[src/rtc_regs.vh]
// Register map, field positions and constants of the real-time clock register core
`ifndef RTC_REGS_VH
`define RTC_REGS_VH

// ========================================================================
// Register offsets
`define RTC_REG_CTRL1      5'h00
`define RTC_REG_CTRL2      5'h01
`define RTC_REG_OFFSET     5'h02
`define RTC_REG_RAM        5'h03
`define RTC_REG_SEC        5'h04
`define RTC_REG_MIN        5'h05
`define RTC_REG_HOUR       5'h06
`define RTC_REG_DAY        5'h07
`define RTC_REG_WDAY       5'h08
`define RTC_REG_MON        5'h09
`define RTC_REG_YEAR       5'h0A
`define RTC_REG_TMR_VAL    5'h10
`define RTC_REG_TMR_CFG    5'h11
`define RTC_REG_LAST       5'h11
`define RTC_REG_FIRST      5'h00
`define RTC_REG_COUNT      18
`define RTC_RST_VAL        8'h00

// ========================================================================
// Control fields
`define RTC_HALT_BIT       5
`define RTC_SRST_BIT       4
`define RTC_SRST_PATTERN   8'h58
`define RTC_COF_MSB        2
`define RTC_COF_LSB        0
`define RTC_OFFS_MSB       6

// ========================================================================
// Serial bus
`define RTC_DEV_ADDR       7'h2A
`define RTC_BIT_LAST       3'h7
`define RTC_BIT_ZERO       3'h0

// ========================================================================
// Timebase and clock output select codes
`define RTC_DIV_W          15
`define RTC_DIV_TOP        15'h7FFF
`define RTC_COF_32K        3'h0
`define RTC_COF_16K        3'h1
`define RTC_COF_8K         3'h2
`define RTC_COF_4K         3'h3
`define RTC_COF_2K         3'h4
`define RTC_COF_1K         3'h5
`define RTC_COF_1HZ        3'h6

// ========================================================================
// BCD limits
`define RTC_BCD_59         8'h59
`define RTC_BCD_23         8'h23
`define RTC_BCD_12         8'h12
`define RTC_BCD_99         8'h99
`define RTC_BCD_ONE        8'h01
`define RTC_WDAY_LAST      8'h06
`define RTC_SEC_MASK       8'h7F

`endif

[src/rtc_core.v]
// Real-time clock register core: serial bus slave, register map, calendar and clock output
// ========================================================================
// Summary of operation
// - Pointer advances after every data byte
// - Pointer wraps from last register to zero
// - Exactly eighteen byte registers exist
// - Every register addressed as a full byte
// - Locations zero and one are control/status
// - Offset register at two trims clock rate
// - Spare RAM byte at location three
// - Locations four to ten are time counters
// - Locations eleven to fifteen hold alarms
// - Last two locations hold countdown timer
// - Time and alarm values are packed BCD
// - Time counters frozen during bus access
// - Clock output only while gate pin high
// - Timebase divided from 32.768 kHz oscillator
// - Clock output selects one of seven rates
// - Master keeps bus at most 400 kbit/s; the bench master uses HALF 8, a 16-cycle bit, 3.125 Mbit/s on its 50 MHz clock
// - Pattern 58h to control resets; bit reads zero
// - Halt bit stops clock, clears divider
`include "rtc_regs.vh"

module rtc_core (
    // Clock and reset
    input  wire        mclk_i,
    input  wire        rst_i,
    // Serial bus pins
    input  wire        scl_i,
    input  wire        sda_i,
    output wire        sda_o,
    output wire        sda_oe_n_o,
    // Oscillator and clock output
    input  wire        osc_i,
    input  wire        clock_output_gate_pin_i,
    output wire        clock_output_pin_o
);

    // ====================================================================
    // Slave states
    localparam ST_IDLE = 3'h0;
    localparam ST_ADDR = 3'h1;
    localparam ST_AACK = 3'h2;
    localparam ST_WDAT = 3'h3;
    localparam ST_WACK = 3'h4;
    localparam ST_RDAT = 3'h5;
    localparam ST_RACK = 3'h6;

    reg  [7:0]              mem_ff [0:`RTC_REG_COUNT-1];
    reg  [2:0]              st_ff;
    reg  [2:0]              bit_ff;
    reg  [7:0]              shr_ff;
    reg  [7:0]              tx_ff;
    reg  [4:0]              ptr_ff;
    reg                     first_ff;
    reg                     rw_ff;
    reg                     ack_on_ff;
    reg                     busy_ff;
    reg                     scl_q_ff;
    reg                     sda_q_ff;
    reg                     sda_ff;
    reg                     sda_oe_n_ff;
    reg                     osc_q_ff;
    reg  [`RTC_DIV_W-1:0]   div_ff;
    reg                     sec_tick_ff;
    reg                     pend_ff;
    reg                     clock_output_pin_ff;
    reg                     sel_clk;
    integer                 i;

    wire       scl_rise = scl_i & ~scl_q_ff;
    wire       scl_fall = ~scl_i & scl_q_ff;
    wire       start_ev = scl_i & scl_q_ff & sda_q_ff & ~sda_i;
    wire       stop_ev  = scl_i & scl_q_ff & ~sda_q_ff & sda_i;
    wire [7:0] byte_in  = {shr_ff[6:0], sda_i};
    wire       halt     = mem_ff[`RTC_REG_CTRL1][`RTC_HALT_BIT];
    wire       osc_rise = osc_i & ~osc_q_ff;
    wire       tick_go  = ~busy_ff & (pend_ff | sec_tick_ff);
    wire [2:0] cof      = mem_ff[`RTC_REG_CTRL2][`RTC_COF_MSB:`RTC_COF_LSB];
    wire [4:0] ptr_nxt  = (ptr_ff == `RTC_REG_LAST) ? `RTC_REG_FIRST : ptr_ff + 5'h01;
    wire [7:0] rd_val   = (ptr_ff == `RTC_REG_CTRL1) ?
                          (mem_ff[ptr_ff] & ~(8'h01 << `RTC_SRST_BIT)) : mem_ff[ptr_ff];

    assign sda_o              = sda_ff;
    assign sda_oe_n_o         = sda_oe_n_ff;
    assign clock_output_pin_o = clock_output_pin_ff;

    // ====================================================================
    // BCD helpers
    function [7:0] bcd_nxt;
        input [7:0] v;
        begin
            if (v[3:0] == 4'h9) begin
                bcd_nxt = {v[7:4] + 4'h1, 4'h0};
            end else begin
                bcd_nxt = {v[7:4], v[3:0] + 4'h1};
            end
        end
    endfunction

    // Last day of month; leap test on BCD year, every fourth year
    function [7:0] mon_last;
        input [7:0] mon;
        input [7:0] yr;
        reg         leap;
        begin
            leap = (~yr[4] & (yr[3:0] == 4'h0 || yr[3:0] == 4'h4 || yr[3:0] == 4'h8)) |
                   (yr[4] & (yr[3:0] == 4'h2 || yr[3:0] == 4'h6));
            case (mon)
                8'h02: mon_last = leap ? 8'h29 : 8'h28;
                8'h04, 8'h06, 8'h09, 8'h11: mon_last = 8'h30;
                default: mon_last = 8'h31;
            endcase
        end
    endfunction

    // ====================================================================
    // Pin history for edge and start/stop detection
    always @(posedge mclk_i) begin
        if (rst_i) begin
            scl_q_ff <= 1'b1;
            sda_q_ff <= 1'b1;
            osc_q_ff <= 1'b0;
        end else begin
            scl_q_ff <= scl_i;
            sda_q_ff <= sda_i;
            osc_q_ff <= osc_i;
        end
    end

    // ====================================================================
    // Timebase divider; a seconds tick marks each full wrap
    // Offset is loaded at each minute wrap that has no oscillator rise in the same cycle, so a positive value shortens the minute
    always @(posedge mclk_i) begin
        if (rst_i) begin
            div_ff      <= {`RTC_DIV_W{1'b0}};
            sec_tick_ff <= 1'b0;
        end else if (halt) begin
            div_ff      <= {`RTC_DIV_W{1'b0}};
            sec_tick_ff <= 1'b0;
        end else if (tick_go && mem_ff[`RTC_REG_SEC][6:0] == `RTC_BCD_59 && !osc_rise) begin
            div_ff      <= {{(`RTC_DIV_W-7){mem_ff[`RTC_REG_OFFSET][`RTC_OFFS_MSB]}},
                            mem_ff[`RTC_REG_OFFSET][6:0]};
            sec_tick_ff <= 1'b0;
        end else begin
            sec_tick_ff <= osc_rise && (div_ff == `RTC_DIV_TOP);
            if (osc_rise) begin
                div_ff <= div_ff + 15'h0001;
            end
        end
    end

    // ====================================================================
    // Second held while frozen; the release wins over a set
    always @(posedge mclk_i) begin
        if (rst_i) begin
            pend_ff <= 1'b0;
        end else begin
            pend_ff <= busy_ff & (pend_ff | sec_tick_ff);
        end
    end

    // ====================================================================
    // Clock output rate select and gate
    always @* begin
        case (cof)
            `RTC_COF_32K: sel_clk = osc_q_ff;
            `RTC_COF_16K: sel_clk = div_ff[0];
            `RTC_COF_8K:  sel_clk = div_ff[1];
            `RTC_COF_4K:  sel_clk = div_ff[2];
            `RTC_COF_2K:  sel_clk = div_ff[3];
            `RTC_COF_1K:  sel_clk = div_ff[4];
            `RTC_COF_1HZ: sel_clk = div_ff[`RTC_DIV_W-1];
            default:      sel_clk = 1'b0;
        endcase
    end

    always @(posedge mclk_i) begin
        if (rst_i) begin
            clock_output_pin_ff <= 1'b0;
        end else begin
            clock_output_pin_ff <= clock_output_gate_pin_i & sel_clk;
        end
    end

    // ====================================================================
    // Serial slave, register file and calendar counters
    // Bus writes and counting never meet: counting waits while busy
    always @(posedge mclk_i) begin
        if (rst_i) begin
            st_ff       <= ST_IDLE;
            bit_ff      <= `RTC_BIT_ZERO;
            shr_ff      <= 8'h00;
            tx_ff       <= 8'h00;
            ptr_ff      <= `RTC_REG_FIRST;
            first_ff    <= 1'b0;
            rw_ff       <= 1'b0;
            ack_on_ff   <= 1'b0;
            busy_ff     <= 1'b0;
            sda_ff      <= 1'b1;
            sda_oe_n_ff <= 1'b1;
            for (i = 0; i < `RTC_REG_COUNT; i = i + 1) begin
                mem_ff[i] <= `RTC_RST_VAL;
            end
        end else if (start_ev) begin
            st_ff       <= ST_ADDR;
            bit_ff      <= `RTC_BIT_ZERO;
            first_ff    <= 1'b1;
            busy_ff     <= 1'b1;
            sda_oe_n_ff <= 1'b1;
        end else if (stop_ev) begin
            st_ff       <= ST_IDLE;
            busy_ff     <= 1'b0;
            sda_oe_n_ff <= 1'b1;
        end else if (scl_rise) begin
            case (st_ff)
                ST_ADDR, ST_WDAT: begin
                    shr_ff <= byte_in;
                    bit_ff <= bit_ff + 3'h1;
                    if (bit_ff == `RTC_BIT_LAST) begin
                        if (st_ff == ST_ADDR) begin
                            rw_ff <= byte_in[0];
                            st_ff <= (byte_in[7:1] == `RTC_DEV_ADDR) ? ST_AACK : ST_IDLE;
                            busy_ff <= (byte_in[7:1] == `RTC_DEV_ADDR);
                        end else if (first_ff) begin
                            first_ff <= 1'b0;
                            ptr_ff   <= (byte_in[4:0] > `RTC_REG_LAST || byte_in[7:5] != 3'h0) ?
                                        `RTC_REG_FIRST : byte_in[4:0];
                            st_ff    <= ST_WACK;
                        end else begin
                            st_ff  <= ST_WACK;
                            ptr_ff <= ptr_nxt;
                            if (ptr_ff == `RTC_REG_CTRL1 && byte_in == `RTC_SRST_PATTERN) begin
                                for (i = 0; i < `RTC_REG_COUNT; i = i + 1) begin
                                    mem_ff[i] <= `RTC_RST_VAL;
                                end
                            end else if (ptr_ff == `RTC_REG_CTRL1) begin
                                mem_ff[ptr_ff] <= byte_in & ~(8'h01 << `RTC_SRST_BIT);
                            end else begin
                                mem_ff[ptr_ff] <= byte_in;
                            end
                        end
                    end
                end
                ST_RDAT: begin
                    tx_ff  <= {tx_ff[6:0], 1'b0};
                    bit_ff <= bit_ff + 3'h1;
                    if (bit_ff == `RTC_BIT_LAST) begin
                        st_ff  <= ST_RACK;
                        ptr_ff <= ptr_nxt;
                    end
                end
                ST_RACK: begin
                    bit_ff <= `RTC_BIT_ZERO;
                    tx_ff  <= rd_val;
                    st_ff  <= sda_i ? ST_IDLE : ST_RDAT;
                end
                default: begin
                    st_ff <= st_ff;
                end
            endcase
        end else if (scl_fall) begin
            case (st_ff)
                ST_AACK, ST_WACK: begin
                    if (!ack_on_ff) begin
                        ack_on_ff   <= 1'b1;
                        sda_ff      <= 1'b0;
                        sda_oe_n_ff <= 1'b0;
                    end else begin
                        ack_on_ff <= 1'b0;
                        bit_ff    <= `RTC_BIT_ZERO;
                        if (rw_ff && st_ff == ST_AACK) begin
                            st_ff       <= ST_RDAT;
                            tx_ff       <= rd_val;
                            sda_ff      <= rd_val[7];
                            sda_oe_n_ff <= 1'b0;
                        end else begin
                            st_ff       <= ST_WDAT;
                            sda_oe_n_ff <= 1'b1;
                        end
                    end
                end
                ST_RDAT: begin
                    sda_ff      <= tx_ff[7];
                    sda_oe_n_ff <= 1'b0;
                end
                default: begin
                    sda_oe_n_ff <= 1'b1;
                end
            endcase
        end
        // Cascaded BCD counting, seconds up to years. It sits beside the bus branches so that an idle-time
        // tick meeting an scl edge is not dropped. Bus writes need busy and counting needs idle.
        if (!rst_i && tick_go) begin
            if (mem_ff[`RTC_REG_SEC][6:0] != `RTC_BCD_59) begin
                mem_ff[`RTC_REG_SEC] <= bcd_nxt(mem_ff[`RTC_REG_SEC] & `RTC_SEC_MASK);
            end else begin
                mem_ff[`RTC_REG_SEC] <= 8'h00;
                if (mem_ff[`RTC_REG_MIN] != `RTC_BCD_59) begin
                    mem_ff[`RTC_REG_MIN] <= bcd_nxt(mem_ff[`RTC_REG_MIN]);
                end else begin
                    mem_ff[`RTC_REG_MIN] <= 8'h00;
                    if (mem_ff[`RTC_REG_HOUR] != `RTC_BCD_23) begin
                        mem_ff[`RTC_REG_HOUR] <= bcd_nxt(mem_ff[`RTC_REG_HOUR]);
                    end else begin
                        mem_ff[`RTC_REG_HOUR] <= 8'h00;
                        mem_ff[`RTC_REG_WDAY] <= (mem_ff[`RTC_REG_WDAY] == `RTC_WDAY_LAST) ? 8'h00 :
                                                 mem_ff[`RTC_REG_WDAY] + 8'h01;
                        if (mem_ff[`RTC_REG_DAY] != mon_last(mem_ff[`RTC_REG_MON], mem_ff[`RTC_REG_YEAR])) begin
                            mem_ff[`RTC_REG_DAY] <= bcd_nxt(mem_ff[`RTC_REG_DAY]);
                        end else begin
                            mem_ff[`RTC_REG_DAY] <= `RTC_BCD_ONE;
                            if (mem_ff[`RTC_REG_MON] != `RTC_BCD_12) begin
                                mem_ff[`RTC_REG_MON] <= bcd_nxt(mem_ff[`RTC_REG_MON]);
                            end else begin
                                mem_ff[`RTC_REG_MON]  <= `RTC_BCD_ONE;
                                mem_ff[`RTC_REG_YEAR] <= (mem_ff[`RTC_REG_YEAR] == `RTC_BCD_99) ? 8'h00 :
                                                         bcd_nxt(mem_ff[`RTC_REG_YEAR]);
                            end
                        end
                    end
                end
            end
        end
    end

endmodule // rtc_core

[config.mk]
export PLATFORM = sky130hd
export DESIGN_NAME = rtc_core
export DESIGN_NICKNAME = d
export VERILOG_FILES = /design/src/rtc_core.v
export VERILOG_INCLUDE_DIRS = /design/src
export SDC_FILE = /design/constraint.sdc
export NUM_CORES = 1
export LEC_CHECK = 0
export ABC_AREA = 1
export ABC_CLOCK_PERIOD_IN_PS = 3100
export BUFFER_PORTS_ARGS = -buffer_cell sky130_fd_sc_hd__buf_2
export CAP_MARGIN = 20
export CORE_ASPECT_RATIO = 2
export CORE_UTILIZATION = 30
export CTS_CLUSTER_SIZE = 10
export DETAILED_ROUTE_END_ITERATION = 8
export HOLD_SLACK_MARGIN = 0.15
export PLACE_DENSITY = 0.54
export SYNTH_ARGS = -nofsm -noshare
export SYNTH_HDL_FRONTEND = slang
export SYNTH_SLANG_ARGS = --single-unit
[constraint.sdc]
create_clock -name mclk_i -period 3.1 [get_ports mclk_i]
set_clock_uncertainty 0.2 [all_clocks]
set_input_delay 0.155 -clock mclk_i [delete_from_list [all_inputs] [get_ports mclk_i]]
set_output_delay 0.155 -clock mclk_i [all_outputs]
set_load 0.02 [all_outputs]
# Word-level counts from Yosys, hierarchy flattened
# Memory sizes are Yosys's and may differ from the RTL's. A register that Yosys moved wholly into a read port is not among the register bits.
# Cells that the tools add are included.
op_classes:
  order_cmp: 1
  eq_ne: 66
  bitwise: 92
  muxes: 214
  n_addsub: 16
  n_reduce_logical: 54
op_table:
  columns: ["op", "n"]
  rows:
  - ["$mux W8", 75]
  - ["$mux W1", 105]
  - ["$eq A5 B5 Y1 const B", 13]
  - ["$mux W5", 10]
  - ["$add A4 B1 Y4 const B", 11]
  - ["$mux W3", 13]
  - ["$and A1 B1 Y1", 37]
  - ["$or A1 B1 Y1", 33]
  - ["$mux W15", 2]
  - ["$eq A4 B4 Y1 const B", 7]
  - ["$eq A8 B3 Y1 const B", 3]
  - ["$reduce_and A6 Y1", 4]
  - ["$not A1 Y1", 22]
  - ["$eq A3 B3 Y1 const B", 7]
  - ["$pmux W5 S2", 2]
  - ["$reduce_bool A2 Y1", 10]
  - ["$pmux W8 S2", 1]
  - ["$add A15 B1 Y15 const B", 1]
  - ["$eq A15 B15 Y1 const B", 1]
  - ["$reduce_and A5 Y1", 3]
  - ["$reduce_bool A3 Y1", 5]
  - ["$reduce_and A7 Y1", 2]
  - ["$eq A3 B2 Y1 const B", 4]
  - ["$reduce_bool A4 Y1", 3]
  - ["other kinds (44)", 69]
word_totals:
  output_inout_bits: 3
  inputBits: 6
  mem_count: 1
  word_cells: 463
  reg_bits: 53
  mem_bits_rw: 144
mem_list:
  columns: ["memory", "words", "word_bits", "rd", "rd_ports_with_merged_regs", "wr", "line_no", "rtl"]
  rows:
  - ["mem_ff", 18, 8, 11, 1, 18, "rtc_core.v:49", "reg [7:0] mem_ff [0:`RTC_REG_COUNT-1];"]

# Logic depth before layout (Yosys ltp)
# An unclocked memory read counts as a cell.
logic_depth:
  depth_word: 30
  mapped_depth: 16
  ltp_nobuf: 16

# Least setup slack after synthesis
# No wires, ideal clock.
synth_timing:
  kind: "flip-flop to flip-flop"
  startpoint: "register ptr_ff[0]"
  endpoint: "memory mem_ff[24][0] (enable)"
  setup_ns: 0.370
  required_ns: 2.530
  arrival_ns: 2.305
  path_stages_with_launch: 14
  path_slack_ns: 0.225
  path_buffers: 4
  synth_period_minus_slack_ns: 2.875
  cell_sequence: "dfxtp_1 inv_1 ha_1 clkbuf_1 nand2_2 nor3_1 nand4_1 or2_0 buf_2 nand2_2 buf_6 buf_4 nand2_1 nor2_1"
synth_lines:
  columns: ["element", "line_no", "rtl"]
  rows:
  - ["start, declared", "rtc_core.v:54", "reg [4:0] ptr_ff;"]
  - ["start signal, assigned", "rtc_core.v:195", "ptr_ff <= `RTC_REG_FIRST;"]
  - ["start signal, assigned", "rtc_core.v:227", "ptr_ff <= (byte_in[4:0] > `RTC_REG_LAST || byte_in[7:5] != 3'h0) ?"]
  - ["start signal, assigned", "rtc_core.v:232", "ptr_ff <= ptr_nxt;"]
  - ["end, declared", "rtc_core.v:49", null]

==> impl_metrics.sql <==
INSERT INTO impl_metrics (metric_group, metric, value, unit) VALUES
('power_and_ir_drop', 'finalPower', '9126', 'uW'),
('timing', 'drv_slew', '0', ''),
('worst_setup_path', 'cell_with_the_largest_stage_delay_on_the_worst_path', 'dfxtp_1', ''),
('synth', 'netlist_area', '15570', 'sq um'),
('worst_setup_path', 'worst-endpoint-required', '3150', 'ps'),
('grt', 'grt_max_degree', '65', ''),
('timing', 'setup-violations-final', '0', ''),
('synth', 'synth-simple-area-share', '19.23', '%'),
('synth', 'mappedNetlistNets', '1728', ''),
('place', 'routabilityCongestion', '0.9654', ''),
('power_and_ir_drop', 'leakage', '0.006709', 'uW'),
('grt', 'grt_antenna_before_repair', '0', ''),
('clock_network', 'clkSlewWorstSetupHoldPaths', '60', 'ps'),
('route', 'drt_drc_violations_left', '0', ''),
('clock_network', 'clock_tree.root_cell', 'clkbuf_16', ''),
('worst_setup_path', 'critical_path_buf_inv_count', '3', ''),
('synth', 'syn_avg_cell_area', '9.219', 'sq um'),
('timing', 'max_freq', '337.5', 'MHz'),
('worst_setup_path', 'startpoint_type', 'register', ''),
('cells_and_area', 'n_fill_cell', '5053', ''),
('clock_network', 'clk_latency', '560', 'ps'),
('die', 'die_h', '324.2', 'um'),
('synth', 'synth.area.mux_share', '0', '%'),
('synth', 'async_reset_ff_share', '0', '%'),
('cells_and_area', 'num_antenna_cells', '0', ''),
('route', 'detail_route.first_pass.iterations', '5', ''),
('die', 'floorplan.die_area', '52870', 'sq um'),
('clock_network', 'h-tree-depth', '2', ''),
('synth', 'number_of_warnings_printed_during_yosys_synthesis', '0', ''),
('place', 'dp.final_hpwl', '38.42', 'mm'),
('grt', 'grt-ovfl-total', '0', ''),
('power_and_ir_drop', 'power.ir.vdd_worst', '0.2962', 'mV'),
('synth', 'synthesized_area_fraction_occupied_by_adder_cells', '2.652', '%'),
('worst_setup_path', 'timing.critical_path.to_type', 'register', ''),
('die', 'core', '51090', 'sq um'),
('synth', 'synth.ff_latch_count', '314', ''),
('cells_and_area', 'nets', '1818', ''),
('worst_setup_path', 'ff2ff_setup_slack', '140', 'ps'),
('place', 'dp_slack', '87.04', 'ps'),
('timing', 'grt_setup_unrepaired', 'true', ''),
('power_and_ir_drop', 'power_frac_clock', '44.1', '%'),
('power_and_ir_drop', 'power_switching_share', '22.81', '%'),
('cells_and_area', 'instances_no_fill', '2454', ''),
('clock_network', 'clock_sinks', '314', ''),
('timing', 'hold_viol_final', '0', ''),
('synth', 'yosys.cell_types.count', '44', ''),
('worst_hold_path', 'hold_path.class', 'register to register', ''),
('synth', 'syn-instance-count', '1689', ''),
('place', 'place.port_buffers', '8', ''),
('synth', 'synth-compound-area-share', '14.29', '%'),
('power_and_ir_drop', 'power_frac_seq', '51.5', '%'),
('timing', 'max_slew.worst_pin.slew', '680.1', 'ps'),
('route', 'routed_wire_length_per_instance', '21.13', 'um'),
('place', 'post-place-cells', '2387', ''),
('cells_and_area', 'layout-drive-gt1-share', '11.50', '%'),
('clock_network', 'numCtsBuffers', '37', ''),
('timing', 'min_period_over_period', '95.58', '%'),
('synth', 'synth_edf_count', '256', ''),
('grt', 'first_pass_grt_wire_length', '77.27', 'mm'),
('power_and_ir_drop', 'total_switching_power', '2081', 'uW'),
('route', 'viasPerCell', '5.189', ''),
('worst_setup_path', 'worst-setup-path-type', 'register to register', ''),
('worst_setup_path', 'crit_family', 'simple AND/OR/NAND/NOR gates', ''),
('run', 'maxCapViolations', '0', ''),
('run_status', 'status', 'complete, no violations', ''),
('clock_network', 'cts_tree', 'built', ''),
('worst_setup_path', 'critical_path_peak_fanout', '8', ''),
('timing', 'slew_margin_rel', '54.36', '%'),
('worst_setup_path', 'crit_arrival', '3010', 'ps'),
('route', 'ant_nets', '0', ''),
('die', 'initial_utilization', '30.48', '%');
==> timing repair <==
action                     4_1_cts  5_1_grt
gates resized for setup          0       16
hold buffers                     7        0
setup endpoints to repair        0      297
hold endpoints to repair        55        0
==> Yosys cell counts (all sizes together), types with 17 or more instances <==
cell type,number,area (sq um)
clkbuf,71,266.5
ha,33,412.9
a21oi,74,370.4
o211ai,40,300.3
nand4,25,156.4
nand2,198,760.7
inv,144,540.5
nand3,135,725.7
nor3,17,101.4
nor2,309,1160
edfxtp,256,7687
o21ai,219,1096
dfxtp,58,1161
xor2,19,166.4
o221ai,19,166.4
==> layer usage <==
layer / GRT usage, % / vias to the layer above / routed length (um)
li1: - / 6070 / -
met3: 2.461 / 188 / 1851
met4: 17.74 / 0 / 4929
met2: 39.41 / 397 / 28870
met5: 0 / - / 0
met1: 16.96 / 6080 / 16210
==> power by group through the flow <==
stage          registers (uW)  logic, uW  clock network (uW)
3_3_place_gp             4790        383                   0
2_1_floorplan            4770        205                   0
4_1_cts                  4700        394                4110
3_5_place_dp             4790        386                   0
6_report                 4700        397                4030
5_1_grt                  4710        430                4260
==> stage by stage <==
step / utilization, % / area (sq um) / TNS (ps) / hold slack (ps)
6_report: 35.85 / 18320 / 0 / 268.8
5_1_grt: 35.85 / 18320 / -7.492 / 280.8
4_1_cts: 35.77 / 18280 / 0 / 265.8
3_5_place_dp: 33.54 / 17130 / 0 / 209.4
3_3_place_gp: 33.54 / 17130 / 0 / 213.7
2_1_floorplan: - / 15570 / 0 / 53.87
==> path summary, 6_finish.rpt <==
kind                   end  cells past startpoint        from
min             sda_oe_n_o                      2  sda_oe_n_o
max          mem_ff[29][0]                     13    st_ff[0]
max reg2reg  mem_ff[29][0]                     13    st_ff[0]
min reg2reg     sda_oe_n_o                      2  sda_oe_n_o
==> kinds of logic after synthesis <==
kind of cell / after synthesis
simple gates: 697
compound gates: 391
flops: 314
buf+inv: 230
fa+ha+maj: 33
xor+xnor: 23
other cells: 1
==> worst reg2reg max path, stage by stage (launching register included) <==
cell,delay [ps]
dfxtp_1,380
inv_1,110
nor2_1,140
nand2_1,90
nand2_1,150
nand4_1,270
nand3b_1,250
nor2_1,120
nand3_1,150
nand2_2,140
buf_12,160
nand2_1,140
nor2_1,160
buf_4,200
==> area by class of cell <==
cell class / count / area (sq um) / share of cell area, %
Tap cell: 654 / 818.3 / 4.467
Clock inverter: 3 / 40.04 / 0.2186
Timing Repair Buffer: 134 / 1141 / 6.229
Inverter: 147 / 553.0 / 3.019
Sequential cell: 314 / 8853 / 48.33
Multi-Input combinational cell: 1145 / 5879 / 32.10
Clock buffer: 57 / 1032 / 5.635
==> sequential cells by signal, indices dropped and copies added (netlist names), 3 cells and up, named ones only <==
name	cells
mem_ff	256
div_ff	15
bit_ff	3
ptr_ff	5
tx_ff	8
shr_ff	7
st_ff	3
(Power assumes the default switching activity.)
